### config.mk
export PLATFORM = sky130hd
export DESIGN_NAME = awsc_regs
export DESIGN_NICKNAME = d
export VERILOG_FILES = /design/src/verilog/awsc_pkg.sv /design/src/verilog/awsc_cfg_if.sv /design/src/verilog/awsc_regs.sv /design/src/verilog/awsc_area_decode.sv
export SDC_FILE = /design/constraint.sdc
export NUM_CORES = 1
export LEC_CHECK = 0
export BUFFER_PORTS_ARGS = -buffer_cell sky130_fd_sc_hd__clkbuf_2
export CAP_MARGIN = 20
export CORE_MARGIN = 1.5
export CORE_UTILIZATION = 46
export DETAILED_ROUTE_END_ITERATION = 12
export PLACE_DENSITY = 0.75
export SLEW_MARGIN = 25
export SYNTH_ARGS = -nofsm -noshare
export SYNTH_HDL_FRONTEND = slang
export SYNTH_SLANG_ARGS = --single-unit
### constraint.sdc
create_clock -name clk_i -period 1.68 [get_ports clk_i]
set_input_delay 0.336 -clock clk_i [delete_from_list [all_inputs] [get_ports clk_i]]
set_output_delay 0.336 -clock clk_i [all_outputs]
set_load 0.05 [all_outputs]
### src/verilog/awsc_pkg.sv
/*
 * Constants for the area width and access-state configuration bank.
 * Assumes a classic Wishbone slave with 32-bit data and byte addresses.
 */
package awsc_pkg;
    localparam int          AREA_N        = 8;
    localparam int          WAIT_W        = 3;
    localparam int          ADR_W         = 8;
    // Byte offsets of the registers
    localparam logic [7:0]  OFF_WIDTH     = 8'h00;
    localparam logic [7:0]  OFF_ASTATE    = 8'h04;
    localparam logic [7:0]  OFF_WAIT_UP   = 8'h08;
    localparam logic [7:0]  OFF_WAIT_LO   = 8'h0C;
    // Field positions
    localparam int          WIDTH_HI_LSB  = 8;
    localparam int          WIDTH_LO_LSB  = 0;
    localparam int          ASTATE_LSB    = 8;
    // Values after reset
    localparam logic [15:0] WIDTH_RST_16  = 16'hFEFF;
    localparam logic [15:0] WIDTH_RST_8   = 16'hFFFF;
    localparam logic [7:0]  ASTATE_RST    = 8'hFF;
    localparam logic [2:0]  WAIT_RST      = 3'h7;
endpackage : awsc_pkg

### src/verilog/awsc_cfg_if.sv
/*
 * Raw per-area configuration fields passed from the register bank to the decoder.
 * Assumes both ends sit on the same clock.
 */
`timescale 1ns/100ps
interface awsc_cfg_if;
    logic [7:0]  width_high;
    logic [7:0]  width_low;
    logic [7:0]  three_state;
    logic [23:0] wait_cnt;

    modport src (output width_high, output width_low, output three_state, output wait_cnt);
    modport dec (input width_high, input width_low, input three_state, input wait_cnt);
endinterface : awsc_cfg_if

### src/verilog/awsc_regs.sv
/*
 * Area bus width and access-state configuration bank with a classic Wishbone slave.
 * Assumes synchronous inputs, a boot width strap stable around reset, and a
 * master that holds each request until it samples ack.
 */
`timescale 1ns/100ps
module awsc_regs
    import awsc_pkg::*;
(
    // Clock and reset
    input  wire logic                       clk_i,
    input  wire logic                       rst_i,
    // Boot strap
    input  wire logic                       boot_16bit_i,
    // Wishbone slave
    input  wire logic                       wb_cyc_i,
    input  wire logic                       wb_stb_i,
    input  wire logic                       wb_we_i,
    input  wire logic [awsc_pkg::ADR_W-1:0] wb_adr_i,
    input  wire logic [3:0]                 wb_sel_i,
    input  wire logic [31:0]                wb_dat_i,
    output logic [31:0]                     wb_dat_o,
    output logic                            wb_ack_o,
    // Area settings
    output logic [awsc_pkg::AREA_N-1:0]     area_16bit_o,
    output logic [awsc_pkg::AREA_N-1:0]     area_width_bad_o,
    output logic [awsc_pkg::AREA_N-1:0]     area_three_state_o,
    output logic [awsc_pkg::AREA_N*awsc_pkg::WAIT_W-1:0] area_wait_o
);
    import awsc_pkg::*;

    logic [15:0] width_r;
    logic [7:0]  astate_r;
    logic [23:0] wait_r;
    logic        ack_r;
    logic [31:0] dat_r;
    logic [31:0] rd_nxt;
    logic        req;
    logic        wr_go;
    logic [15:0] wdat;
    logic [15:0] bmask;

    awsc_cfg_if cfg_if ();

    // Pack four 3-bit wait fields into nibbles, bit 3 of each reading zero
    function automatic logic [15:0] awsc_pack(input logic [11:0] w);
        logic [15:0] v;
        v = 16'h0000;
        for (int i = 0; i < 4; i++) begin
            v[i*4 +: 3] = w[i*3 +: 3];
        end
        return v;
    endfunction : awsc_pack

    function automatic logic [11:0] awsc_unpack(input logic [15:0] v);
        logic [11:0] w;
        w = 12'h000;
        for (int i = 0; i < 4; i++) begin
            w[i*3 +: 3] = v[i*4 +: 3];
        end
        return w;
    endfunction : awsc_unpack

    assign req   = wb_cyc_i & wb_stb_i;
    assign wr_go = req & wb_we_i & ack_r;
    assign bmask = {{8{wb_sel_i[1]}}, {8{wb_sel_i[0]}}};
    assign wdat  = wb_dat_i[15:0];

    // Bus answer: one ack per request, released the cycle after
    always_ff @(posedge clk_i) begin
        if (rst_i) begin
            ack_r <= 1'b0;
        end else begin
            ack_r <= req & ~ack_r;
        end
    end

    always_comb begin
        rd_nxt = 32'h0000_0000;
        unique case (wb_adr_i)
            OFF_WIDTH:   rd_nxt[15:0] = width_r;
            OFF_ASTATE:  rd_nxt[15:0] = {astate_r, 8'h00};
            OFF_WAIT_UP: rd_nxt[15:0] = awsc_pack(wait_r[23:12]);
            OFF_WAIT_LO: rd_nxt[15:0] = awsc_pack(wait_r[11:0]);
            default:     rd_nxt = 32'h0000_0000;
        endcase
    end

    always_ff @(posedge clk_i) begin
        if (rst_i) begin
            dat_r <= 32'h0000_0000;
        end else if (req & ~ack_r) begin
            dat_r <= rd_nxt;
        end
    end

    // Bus width register, reset value follows the boot width strap
    always_ff @(posedge clk_i) begin
        if (rst_i) begin
            width_r <= boot_16bit_i ? WIDTH_RST_16 : WIDTH_RST_8;
        end else if (wr_go && wb_adr_i == OFF_WIDTH) begin
            width_r <= (width_r & ~bmask) | (wdat & bmask);
        end
    end

    // Access-state register, only the upper byte is stored
    always_ff @(posedge clk_i) begin
        if (rst_i) begin
            astate_r <= ASTATE_RST;
        end else if (wr_go && wb_adr_i == OFF_ASTATE && wb_sel_i[1]) begin
            astate_r <= wdat[15:8];
        end
    end

    // Wait count registers, areas 7..4 upper and 3..0 lower
    always_ff @(posedge clk_i) begin
        if (rst_i) begin
            wait_r <= {AREA_N{WAIT_RST}};
        end else if (wr_go && wb_adr_i == OFF_WAIT_UP) begin
            wait_r[23:12] <= awsc_unpack((awsc_pack(wait_r[23:12]) & ~bmask) | (wdat & bmask));
        end else if (wr_go && wb_adr_i == OFF_WAIT_LO) begin
            wait_r[11:0] <= awsc_unpack((awsc_pack(wait_r[11:0]) & ~bmask) | (wdat & bmask));
        end
    end

    assign cfg_if.width_high  = width_r[WIDTH_HI_LSB +: AREA_N];
    assign cfg_if.width_low   = width_r[WIDTH_LO_LSB +: AREA_N];
    assign cfg_if.three_state = astate_r;
    assign cfg_if.wait_cnt    = wait_r;

    awsc_area_decode #(
        .N (AREA_N)
    ) u_decode (
        .clk_i              (clk_i),
        .rst_i              (rst_i),
        .cfg                (cfg_if.dec),
        .area_16bit_o       (area_16bit_o),
        .area_width_bad_o   (area_width_bad_o),
        .area_three_state_o (area_three_state_o),
        .area_wait_o        (area_wait_o)
    );

    assign wb_ack_o = ack_r;
    assign wb_dat_o = dat_r;
endmodule : awsc_regs

### src/verilog/awsc_area_decode.sv
/*
 * Per-area decode of width, access states and effective wait count, registered.
 * Assumes raw fields from the register bank on the same clock.
 */
`timescale 1ns/100ps
module awsc_area_decode
    import awsc_pkg::*;
#(
    parameter int N = awsc_pkg::AREA_N
) (
    // Clock and reset
    input  wire logic              clk_i,
    input  wire logic              rst_i,
    // Raw fields
    awsc_cfg_if.dec                cfg,
    // Decoded settings
    output logic [N-1:0]           area_16bit_o,
    output logic [N-1:0]           area_width_bad_o,
    output logic [N-1:0]           area_three_state_o,
    output logic [N*WAIT_W-1:0]    area_wait_o
);
    genvar g;
    generate
        for (g = 0; g < N; g++) begin : g_area
            always_ff @(posedge clk_i) begin
                if (rst_i) begin
                    area_16bit_o[g]       <= 1'b0;
                    area_width_bad_o[g]   <= 1'b0;
                    area_three_state_o[g] <= 1'b1;
                    area_wait_o[g*WAIT_W +: WAIT_W] <= WAIT_RST;
                end else begin
                    area_16bit_o[g]       <= ~cfg.width_high[g] & cfg.width_low[g];
                    area_width_bad_o[g]   <= ~cfg.width_low[g];
                    area_three_state_o[g] <= cfg.three_state[g];
                    area_wait_o[g*WAIT_W +: WAIT_W] <= cfg.three_state[g] ?
                        cfg.wait_cnt[g*WAIT_W +: WAIT_W] : 3'h0;
                end
            end
        end
    endgenerate
endmodule : awsc_area_decode

==> impl.org, run 1 <==
** Critical path
- Slowest stage delay, CP :: 360 ps
- Worst r2r src :: wb_ack_o
- Register-to-Register Path Depth :: 3
- Startpoint type of the worst setup path :: register
- Setup slack on the worst flop-to-flop path :: 180 ps
- The worst setup path is of the register to output port kind.
- Kind of end point of the critical path :: output port
- Slowest cell on crit path :: sky130_fd_sc_hd__dfxtp_1
- Data arrival time of the worst path :: 1160 ps
- In this run the worst path has a maximum fanout of 2.
- CP delay by family, top :: flip-flops
- CP Data Required Time :: 1340 ps
- Walking the worst path, the cells encountered are clkbuf_2.
- Number of logic stages on the critical path including buffering :: 1
- Worst path bufs/invs :: 1

** Logic synthesis
- Top flip-flop cell by instance count after synthesis :: sky130_fd_sc_hd__dfxtp_1
- The Yosys step of the flow raised 0 warnings.
- Of all flip-flops after synthesis, the portion carrying an async set or reset was 0%.
- Dominant cell by count in the synthesized netlist :: sky130_fd_sc_hd__dfxtp_1
- A synthesized cell averages 11.2 um2.
- Distinct cell type count of the synthesized netlist :: 38
- Sequential-to-total area share from yosys stat :: 55.0%
- In the post-synthesis netlist, the biggest area contributors are sky130_fd_sc_hd__dfxtp_1, sky130_fd_sc_hd__edfxtp_1, sky130_fd_sc_hd__mux2i_1.
- Yosys mapped a number of flops with a built-in enable equal to 16.
- The top cell type by area accounts for 44.1% of the synthesized area.
- In the synthesized netlist, the number of instances is 393.
- After synthesis the netlist holds a flip-flop and latch count of 113.
- Cell type contributing the most total cell area after synthesis :: sky130_fd_sc_hd__dfxtp_1
- By count the netlist is led by sky130_fd_sc_hd__dfxtp_1, sky130_fd_sc_hd__nor2_1, sky130_fd_sc_hd__mux2i_1.
- The cell area that synthesis handed to floorplanning was 4400 um2.

** CTS
- The number of clock buffers added by TritonCTS is 17.
- The clock net in this run drives a total of 113 sinks.
- Resized Gates After CTS :: 0
- For the worst-skew pair, the clock arrives at the later sink with an insertion delay of 510 ps.
- Post-CTS Setup Repair Bufs :: 0
- H-tree Lvls :: 4
- Hold buffers post-CTS :: 0
- Root Buffer Master :: sky130_fd_sc_hd__clkbuf_8
- TritonCTS built the clock tree.
- Clock slew at reported path FFs :: 60 ps
- Clock tree buffer depth :: 2

** STA
- Setup repair after global routing left no endpoint under its margin.
- Worst clock skew :: 6.01 ps
- Post-route fraction of the period consumed by the critical path :: 89.3%
- The smallest clock period supported by the final layout is computed as 1500 ps.
- Fmax achieved :: 0.666 GHz
- Number of max-slew violations in the final report :: 0
- Number of failing setup endpoints in the final timing report :: 0
- The number of failing hold endpoints at the final stage is 0.
- Worst hold slack after final layout :: 102 ps
- Across all setup checks in the final design, the least slack found is 179 ps.
- After routing, the total negative slack on setup checks comes to 0 ps.

** Place
- Cell area after placement :: 5030 um2
- Post-detail-place hpwl :: 7.02 mm
- Timing analysis after detailed placement gives a worst setup slack of -45.3 ps.
- Port Buffers :: 96
- Routability-driven placement congestion ratio :: 0.892

** Global routing
- Entering global routing, the biggest net connects 115 pins.
- Global routing finished with a remaining overflow of 0.
- Number of global-route vias before repair :: 3118
- For this run, the total global-route usage over all layers was measured as 21.2%.
- Number of antenna violations at the first check in global routing :: 0
- The first global-routing pass estimated 16.0 mm of wire.

** Floorplan
- Overall die width :: 101 um
- The die covers 10200 um2.
- Number of rows in the core area :: 35
- Core region area :: 9240 um2
- During I/O placement, the number of pins put on the boundary was 131.
- Once the floorplan was initialized, standard cells occupied 47.6% of the core.
- Chip Height :: 101 um

** Cells and area
- Combined flip-flop and latch cell area :: 2420 um2
- Filler cell count :: 753
- Multi-input logic area :: 1780 um2
- Compared with the post-synthesis result, the final layout area differs by 28.7%.
- Antenna diode count :: 0
- Final instance area :: 5660 um2
- At the end of the flow, the number of nets in the layout was 547.
- The post-route netlist has 32.2% of its cells at a drive strength greater than 1.

** Power
- Leak pwr :: 2.54 nW
- Cell Pwr Density :: 1230 nW/um2
- IR Drop Worst-Case VDD :: 686 uV

** Hold path
- The min-delay analysis places its worst path in the category primary input to register.
- Count of cells along the worst hold path :: 2
- Min-delay src :: wb_dat_i[7]
- For hold timing, the worst endpoint is width_r[7].

** Status
- Status :: complete, no violations

** Drt
- WL final :: 10.2 mm
- Post-route DRC violation count :: 0
- The first detailed-routing pass took 4 iterations.
- Count of nets left with antenna violations after detail routing :: 0
- Number of DRC violations after detailed-routing iteration 0 :: 168
- Dividing the detail-routed via count by the number of cells gives 5.12.
- After detailed routing, the average wire length per cell comes to 15.9 um.
- The routed layout has 3274 vias.

** Job
- Maximum Capacitance Violations :: 0
cell usage in the layout, fill, tap and decap left out, drive strengths merged, types with 2 or more instances in the layout:
cell      count
o2bb2ai      11
nor2b        15
nor4          4
a211o        15
buf          17
nand2         5
nor3b        13
mux2          2
a21o         24
conb         16
dfxtp        97
and2          2
and4          2
nand4         8
a22o          7
clkinv        4
inv          12
clkbuf      117
edfxtp       16
nor2         55
bufinv        2
a21oi         4
mux2i        44
clkinvlp      2
a221o         5
report_power, final:
| group | internal [mW] | switching, mW | leakage (nW) |
|---|---|---|---|
| registers | 2.79 | 0.0283 | 0.931 |
| logic | 0.136 | 0.323 | 1.30 |
| clock network | 2.46 | 1.25 | 0.309 |
per-stage QoR:
stage	utilization, %	power (mW)	cells
finish	61.3	6.98	639
floorplan	-	3.22	408
global route	61.3	7.17	639
detailed placement	54.4	3.33	607
global placement	54.4	3.32	607
CTS	61.3	7.02	639
how the worst max path moves through the flow:
stage	from	to	slack (ps)
after detailed placement	wb_adr_i[7]	astate_r[4]	-50
after global placement	wb_adr_i[7]	wb_dat_o[10]	-20
final	wb_dat_o[13]	wb_dat_o[13]	180
after global routing	wb_ack_o	register	100
after CTS	wb_dat_o[13]	wb_dat_o[13]	160
after floorplan	rst_i	width_r[0]	0.5
metal layers:
metal  global-route usage (%)  part of all wire (%)
met4                     10.8                   1.3
met3                     5.41                   6.9
met5                        0                     0
met2                     33.9                    47
met1                     26.4                    44
final cells by class:
cell class,instances,area share [%]
Clock buffer,22,9.13
Timing Repair Buffer,112,11.1
Inverter,10,0.663
Clock inverter,10,2.05
Multi-Input combinational cell,243,31.4
Sequential cell,113,42.8
Tap cell,129,2.85
cell families after synthesis:
kind of cell	after synthesis	share of synthesized area [%]
flip-flops	113	55.0
buffers and inverters	52	6.17
multiplexers	47	11.0
AO/OA/AOI/OAI	68	12.8
AND/OR/NAND/NOR	112	14.9
other	1	0.0852
Power figures use the tool's default switching activity.
==> inputs of run 2 (changes only) <==
--- a/config.mk
+++ b/config.mk
@@ -8,9 +8,9 @@
 export BUFFER_PORTS_ARGS = -buffer_cell sky130_fd_sc_hd__clkbuf_2
 export CAP_MARGIN = 20
 export CORE_MARGIN = 1.5
-export CORE_UTILIZATION = 46
+export CORE_UTILIZATION = 51
 export DETAILED_ROUTE_END_ITERATION = 12
-export PLACE_DENSITY = 0.75
+export PLACE_DENSITY = 0.79
 export SLEW_MARGIN = 25
 export SYNTH_ARGS = -nofsm -noshare
 export SYNTH_HDL_FRONTEND = slang
==> constraint.sdc (replaced) <==
create_clock -name clk_i -period 1.48 [get_ports clk_i]
set_input_delay 0.296 -clock clk_i [delete_from_list [all_inputs] [get_ports clk_i]]
set_output_delay 0.296 -clock clk_i [all_outputs]
set_load 0.05 [all_outputs]
==> run 2 against run 1 <==
Via count increased by 2.9%. Cell area increased by 2.7%. Clock skew about the same. Non-clock buffer count increased by 14. Largest cell class unchanged.
==> impl.org, run 2 (synthesis results as in run 1) <==
** Hold path
- The cell depth of the worst min-delay path is 3 (was 2).
- Worst min-delay path class :: primary input to register (unchanged)

** STA
- Number of failing setup endpoints in the final timing report :: 0 (unchanged)
- Static timing analysis puts the maximum clock frequency at 0.681 GHz.
- Number of max-slew violations in the final report :: 0 (unchanged)
- Setup repair after global routing missed its margin :: true (was false)
- Worst clock skew :: 6.29 ps (was 6.01 ps)
- Slew at the pin with the worst max-slew slack :: 503 ps
- Worst slew margin relative to its limit :: 66.3%
- The smallest clock period supported by the final layout is computed as 1470 ps.
- The number of failing hold endpoints at the final stage came to 0 (unchanged).
- After layout, the worst path uses 99.2% of the clock period.

** Floorplan
- Number of rows in the core area :: 33 (was 35)
- The x dimension of the die came to 95.9 um (was 101 um).
- Top Ports :: 131 (unchanged)
- The placeable core area came to 8300 um2 (was 9240 um2).
- Initial Util :: 53.0% (was 47.6%)
- The die boundary height came to 95.9 um (was 101 um).
- The die area was 9200 um2 (was 10200 um2).

** Power
- IR Drop Worst-Case VDD :: 1230 uV (was 686 uV)
- The leakage power of the design was 2.64 nW (was 2.54 nW).
- Overall Power :: 8.11 mW (was 6.98 mW)
- Power share of the clock group :: 53.6% (was 53.1%)
- The switching fraction of total power is 22.1% (was 22.9%).
- The sequential cell fraction of total power is 39.4% (was 40.3%).
- Net Switching :: 1.79 mW (was 1.60 mW)
- The cell-internal power was 6.32 mW (was 5.38 mW).
- The power share of the combinational group came to 7.0% (was 6.6%).
- The power density over the cells was 1390 nW/um2 (was 1230 nW/um2).

** CTS
- Hold buffers post-CTS :: 0 (unchanged)
- Clock tree sinks :: 113 (unchanged)
- H-tree Lvls :: 4 (unchanged)
- The CTS clock-pin slew for the worst setup and hold paths came to 60 ps (about the same).
- The number of buffers added by the clock tree synthesis step was 17 (unchanged).
- The clock tree from TritonCTS was done (unchanged).
- The cell at the root of the clock tree is sky130_fd_sc_hd__clkbuf_8 (unchanged).
- The worst-skew pair later-pin latency is 520 ps (was 510 ps).
- The maximum clock insertion buffer count was 2 (unchanged).

** Drt
- Detailed Routing Iterations Pass 1 :: 4 (unchanged)
- WL final :: 10.5 mm (was 10.2 mm)
- The count of antenna-violating nets left after detailed routing came to 0 (unchanged).
- The count of unresolved DRC violations after routing came to 0 (unchanged).
- The initial DRC count is 164 (was 168).
- The mean routed wirelength per cell was 16.8 um (was 15.9 um).
- The detail-routed via count per cell came to 5.36 (was 5.12).
- Total via count in the routed design :: 3370 (was 3274)

** Critical path
- The critical path's slowest cell is sky130_fd_sc_hd__dfxtp_4 (was sky130_fd_sc_hd__dfxtp_1).
- Most used cell along the critical path :: sky130_fd_sc_hd__buf_4
- Largest fanout on the critical path :: 7 (was 2)
- The number of gates on the worst path with buffers counted was 5 (was 1).
- The type of the worst setup path was register to register (was register to output port).
- The data arrival time of the critical path is 1900 ps (was 1160 ps).
- Cell-by-cell trace of the critical path :: buf_4, and4_1, buf_4, nand4_2, mux2i_1 (was clkbuf_2)
- Slowest stage delay, CP :: 340 ps (was 360 ps)
- The element type at the critical path start is a register (unchanged).
- Kind of end point of the critical path :: register (was output port)
- The worst reg-to-reg path cell count came to 5 (was 3).
- The family with the most delay on the worst path is simple AND/OR/NAND/NOR gates (was flip-flops).
- CP Data Required Time :: 1910 ps (was 1340 ps)
- The count of buffering cells on the critical path with inverters included was 2 (was 1).

** Place
- The post-place instance area is 5130 um2 (was 5030 um2).
- The global placement routability congestion is 0.814 (was 0.892).
- The total half-perimeter wirelength after legalization and detailed placement came to 7.27 mm (was 7.02 mm).
- The count of port buffers added during placement came to 96 (unchanged).

** Global routing
- The met2 routing resource usage after global routing came to 39.7% (was 33.9%).
- The met3 global-route usage was 6.71% (was 5.41%).
- Number of antenna violations at the first check in global routing :: 0 (unchanged)
- The via count of the first global-routing pass was 3259 (was 3118).
- GR Layer Usage met1 :: 30.2% (was 26.4%)
- Top Usage Layer GRT :: met2 (unchanged)
- Overall global routing resource usage :: 24.6% (was 21.2%)
- Wire length of the first global-routing pass :: 16.2 mm (was 16.0 mm)
- GR Overflow Total :: 0 (unchanged)
- The largest net degree at the start of global routing was 60 (was 115).

** Cells and area
- Most common library cell in the layout ignoring fill and taps :: sky130_fd_sc_hd__dfxtp_1 (unchanged)
- Final core utilization :: 70.1% (was 61.3%)
- The number of antenna diodes was 0 (unchanged).
- Final instance area :: 5820 um2 (was 5660 um2)
- The net count of the finished layout is 561 (was 547).
- Filler cell count :: 607 (was 753)
- Most frequent cells in the layout: sky130_fd_sc_hd__dfxtp_1, sky130_fd_sc_hd__clkbuf_2, sky130_fd_sc_hd__nor2_1 (unchanged).
- The share of layout cells above drive strength 1 came to 34.4% (was 32.2%).
- Area added between synthesis and finish :: 32.1% (was 28.7%)

** Job
- The number of maximum-capacitance violations came to 0 (unchanged).

** Status
- Status: complete, no violations (unchanged).
==> run 2: changes by cell type in the layout (fill, tap and decap cells not counted), sizes merged <==
cell / change
clkinv: -1
clkinvlp: -2
inv: -1
clkbuf: -2
buf: +20
==> run 2: layout make-up <==
class                      count  area [um2]  share of cell area [%]
timing repair buffer         126         754                    13.0
multi-input combinational    243        1810                    31.2
tap                          105         131                    2.26
clock inverter                 6        81.3                    1.40
inverter                      10        37.5                   0.645
sequential                   113        2430                    41.7
clock buffer                  26         573                    9.85
==> run 2: what timing repair did <==
action | 4_1_cts | 5_1_grt
setup endpoints to repair | 1 | 23
gates cloned | 0 | 0
buffers inserted | 0 | 1
pin swaps | 0 | 1
hold endpoints to repair | 0 | 0
resized for setup | 2 | 9
==> run 2: path summary, 6_finish.rpt <==
kind	endpoint	from	slack (ps)
worst max-delay path	register	wb_ack_o	10
worst min-delay path	astate_r[7]	wb_dat_i[15]	70
worst max register to register	register	wb_ack_o	10
worst min register to register	wb_dat_o[7]	wb_dat_o[7]	470
==> run 2: metal layers <==
layer	vias up	wire, um
met5	-	0
li1	1612	-
met2	131	5180
met1	1603	4480
met4	0	235
met3	24	638
==> run 2: worst min-delay path, delay by kind of cell <==
| kind | cells | cell delay [ps] |
|---|---|---|
| multiplexers | 1 | 110 |
| buffers and inverters | 1 | 90 |
| AND/OR/NAND/NOR | 1 | 40 |
==> run 2: power by group through the flow <==
stage	registers, mW	logic (mW)	clock network, mW
global placement	3.26	0.541	0
floorplan	3.32	0.336	0
detailed placement	3.26	0.551	0
CTS	3.20	0.559	4.38
finish	3.20	0.567	4.35
global route	3.20	0.605	4.54
==> run 2: per-stage QoR <==
stage                     worst slack (ps)  setup TNS, ps  hold slack (ps)  instances
after global placement                -170          -9000              449        596
after CTS                             1.33              0             56.6        628
after floorplan                       1.60              0              416        408
after global routing                 -45.6           -316             61.1        629
final                                 12.1              0             65.9        629
after detailed placement              -186          -8890              454        596
==> inputs of run 3 (changes only) <==
--- a/config.mk
+++ b/config.mk
@@ -8,9 +8,9 @@
 export BUFFER_PORTS_ARGS = -buffer_cell sky130_fd_sc_hd__clkbuf_2
 export CAP_MARGIN = 20
 export CORE_MARGIN = 1.5
-export CORE_UTILIZATION = 51
+export CORE_UTILIZATION = 55
 export DETAILED_ROUTE_END_ITERATION = 12
-export PLACE_DENSITY = 0.79
+export PLACE_DENSITY = 0.84
 export SLEW_MARGIN = 25
 export SYNTH_ARGS = -nofsm -noshare
 export SYNTH_HDL_FRONTEND = slang
==> constraint.sdc (replaced) <==
create_clock -name clk_i -period 1.8 [get_ports clk_i]
set_input_delay 0.36 -clock clk_i [delete_from_list [all_inputs] [get_ports clk_i]]
set_output_delay 0.36 -clock clk_i [all_outputs]
set_load 0.05 [all_outputs]
==> run 3 against run 2 <==
Cell count fell by 3.2%. Total power fell by 22%. Critical path type is now register to output port. Hold slack improved by 60 ps. Register-to-register slack improved by 280 ps. First-iteration DRC count rose by 51%. Combinational power fell by 25%. Critical path depth fell by 4. Highest routed layer unchanged.
==> impl.org, run 3 (synthesis results as in run 1) <==
** Status
- Status :: complete, no violations (unchanged)

** Power
- The highest ir drop seen on vdd is 782 uV (was 1230 uV).
- Cell Pwr Density :: 1140 nW/um2 (was 1390 nW/um2)
- Overall Power :: 6.32 mW (was 8.11 mW)
- Leak pwr :: 2.50 nW (was 2.64 nW)

** Floorplan
- Chip Height :: 92.5 um (was 95.9 um)
- Overall die width :: 92.5 um (was 95.9 um)
- The top-level I/O count was 131 (unchanged).
- The die area is 8550 um2 (was 9200 um2).
- The standard-cell row count was 32 (was 33).
- Core region area :: 7730 um2 (was 8300 um2)
- Initial Util :: 57.0% (was 53.0%)

** Hold path
- Count of cells along the worst hold path :: 3 (unchanged)
- The endpoint of the worst hold-timing path is astate_r[7] (unchanged).
- The class of the most critical hold timing path was primary input to register (unchanged).
- The origin of the worst min-delay path was wb_dat_i[15] (unchanged).

** Cells and area
- Most frequent cells in the layout: sky130_fd_sc_hd__dfxtp_1, sky130_fd_sc_hd__clkbuf_2, sky130_fd_sc_hd__nor2_1 (unchanged).
- The area used by multi-input combinational logic came to 1780 um2 (was 1810 um2).
- The total area of sequential cells is 2420 um2 (was 2430 um2).
- Area added between synthesis and finish :: 26.5% (was 32.1%)
- Most common library cell in the layout ignoring fill and taps :: sky130_fd_sc_hd__dfxtp_1 (unchanged)
- The count of fill cells added during filler insertion is 544 (was 607).
- The number of standard cells in the layout, taps in and fillers out came to 609 (was 629).
- The share of layout cells above drive strength 1 is 31.6% (was 34.4%).
- The net count of the finished layout was 544 (was 561).
- Antenna diode count :: 0 (unchanged)

** STA
- Post-route fraction of the period consumed by the critical path :: 85.9%
- Final Hold Vio Count :: 0 (unchanged)
- Worst clock skew :: 6.55 ps (was 6.29 ps)
- The number of endpoints failing setup at the final stage came to 0 (unchanged).
- Setup repair after global routing missed its margin: false (was true).
- The max-slew violation count is 0 (unchanged).
- After layout, the minimum clock period comes to 1550 ps.
- The final-layout setup total negative slack is 0 ps (unchanged).
- Fmax achieved :: 0.647 GHz
- Minimum setup slack in the final design :: 254 ps (was 12.1 ps)

** Drt
- Count of nets left with antenna violations after detail routing :: 0 (unchanged)
- Average vias per placed instance :: 5.41 (was 5.36)
- Number of DRC violations after detailed-routing iteration 0 :: 248 (was 164)
- The total vias in the final route was 3295 (was 3370).
- The count of unresolved DRC violations after routing came to 0 (unchanged).
- The sum of routed wire length over all layers is 9.86 mm (was 10.5 mm).
- The mean routed wirelength per cell was 16.2 um (was 16.8 um).
- Detailed Routing Iterations Pass 1 :: 4 (unchanged)

** Place
- The total half-perimeter wirelength after legalization and detailed placement came to 6.77 mm (was 7.27 mm).
- Port Buffers :: 96 (unchanged)
- The post-placement worst setup slack is 60.7 ps (was -186 ps).
- Placed instance count :: 577 (was 596)
- The global placement routability congestion is 0.876 (was 0.814).

** Critical path
- Slowest stage delay, CP :: 370 ps (was 340 ps)
- Cell-by-cell trace of the critical path :: clkbuf_2 (was buf_4, and4_1, buf_4, nand4_2, mux2i_1)
- The endpoint type of the worst setup path is an output port (was register).
- Kind of critical path :: register to output port (was register to register)
- The largest fanout on the critical path was 5 (was 7).
- The slack of the worst reg-to-reg path came to 290 ps (was 10 ps).
- Critical register-to-register path endpoint :: astate_r[2]
- The element type at the critical path start is a register (unchanged).
- The data arrival time of the critical path came to 1190 ps (was 1900 ps).
- The critical path's slowest cell was sky130_fd_sc_hd__dfxtp_1 (was sky130_fd_sc_hd__dfxtp_4).
- The family with the most delay on the worst path is flip-flops (was simple AND/OR/NAND/NOR gates).
- The count of buffering cells on the critical path with inverters included was 1 (was 2).
- The required time reported for the critical path endpoint was 1440 ps (was 1910 ps).
- Worst r2r src :: wb_ack_o (unchanged)
- The worst reg-to-reg path cell count was 4 (was 5).

** CTS
- Root Buffer Master :: sky130_fd_sc_hd__clkbuf_8 (unchanged)
- H-tree Lvls :: 4 (unchanged)
- Clock tree sinks :: 113 (unchanged)
- The CTS clock-pin slew for the worst setup and hold paths came to 50 ps (was 60 ps).
- The number of buffers added by the clock tree synthesis step came to 17 (unchanged).
- Resized Gates After CTS :: 0 (was 2)
- The clock tree from TritonCTS is done (unchanged).
- The post-CTS setup buffer count is 0 (unchanged).
- Clock tree buffer depth :: 2 (unchanged)
- Worst-skew pair later-pin latency :: 520 ps (about the same)
- Hold buffers post-CTS :: 0 (unchanged)

** Global routing
- GR Overflow Total :: 0 (unchanged)
- The number of antenna violations at the first check in global routing is 0 (unchanged).
- The total track usage was 24.4% (was 24.6%).
- Number of global-route vias before repair :: 3196 (was 3259)
- The wire length of the first global-routing pass is 15.6 mm (was 16.2 mm).
- Maximum number of pins on one net before global-route repair :: 115 (was 60)

** Job
- Maximum Capacitance Violations :: 0 (unchanged)
-- run 3: cell count changes in the layout (fill, tap and decap cells not counted), sizes merged --
cell / previous run / this run
clkinvlp: 0 / 2
inv: 11 / 16
bufinv: 2 / 1
buf: 37 / 14
-- run 3: layer usage --
layer,track usage [%],routed length (um)
met1,29.7,4430
met3,6.57,592
met5,0,0
met4,10.8,176
met2,40.3,4660
-- run 3: final cells by class --
class,count,area share (%)
clock buffer,20,8.58
tap,102,2.29
sequential,113,43.5
multi-input combinational,243,32.0
timing repair buffer,109,10.9
clock inverter,12,2.11
inverter,10,0.674
-- run 3: worst max path at each step --
stage,from,endpoint,slack [ps],cells past startpoint
floorplan,wb_ack_o,astate_r[0],90,5
global placement,wb_adr_i[7],wb_dat_o[10],80,4
detailed placement,wb_adr_i[7],wb_dat_o[13],60,4
CTS,wb_ack_o,wb_ack_o,240,1
global route,wb_ack_o,astate_r[2],220,4
finish,wb_ack_o,wb_ack_o,250,1
-- run 3: power breakdown --
| group | internal (mW) | leakage, nW | switching, mW |
|---|---|---|---|
| logic | 0.123 | 1.28 | 0.302 |
| registers | 2.60 | 0.930 | 0.0268 |
| clock network | 2.05 | 0.291 | 1.22 |
| total | 4.78 | 2.50 | 1.54 |
-- run 3: stage by stage --
stage | utilization, % | instance area, um2 | hold slack [ps]
floorplan | - | 4470 | 416
global placement | 64.3 | 4970 | 448
detailed placement | 64.3 | 4970 | 455
CTS | 72.1 | 5570 | 110
global route | 72.1 | 5570 | 132
finish | 72.1 | 5570 | 126
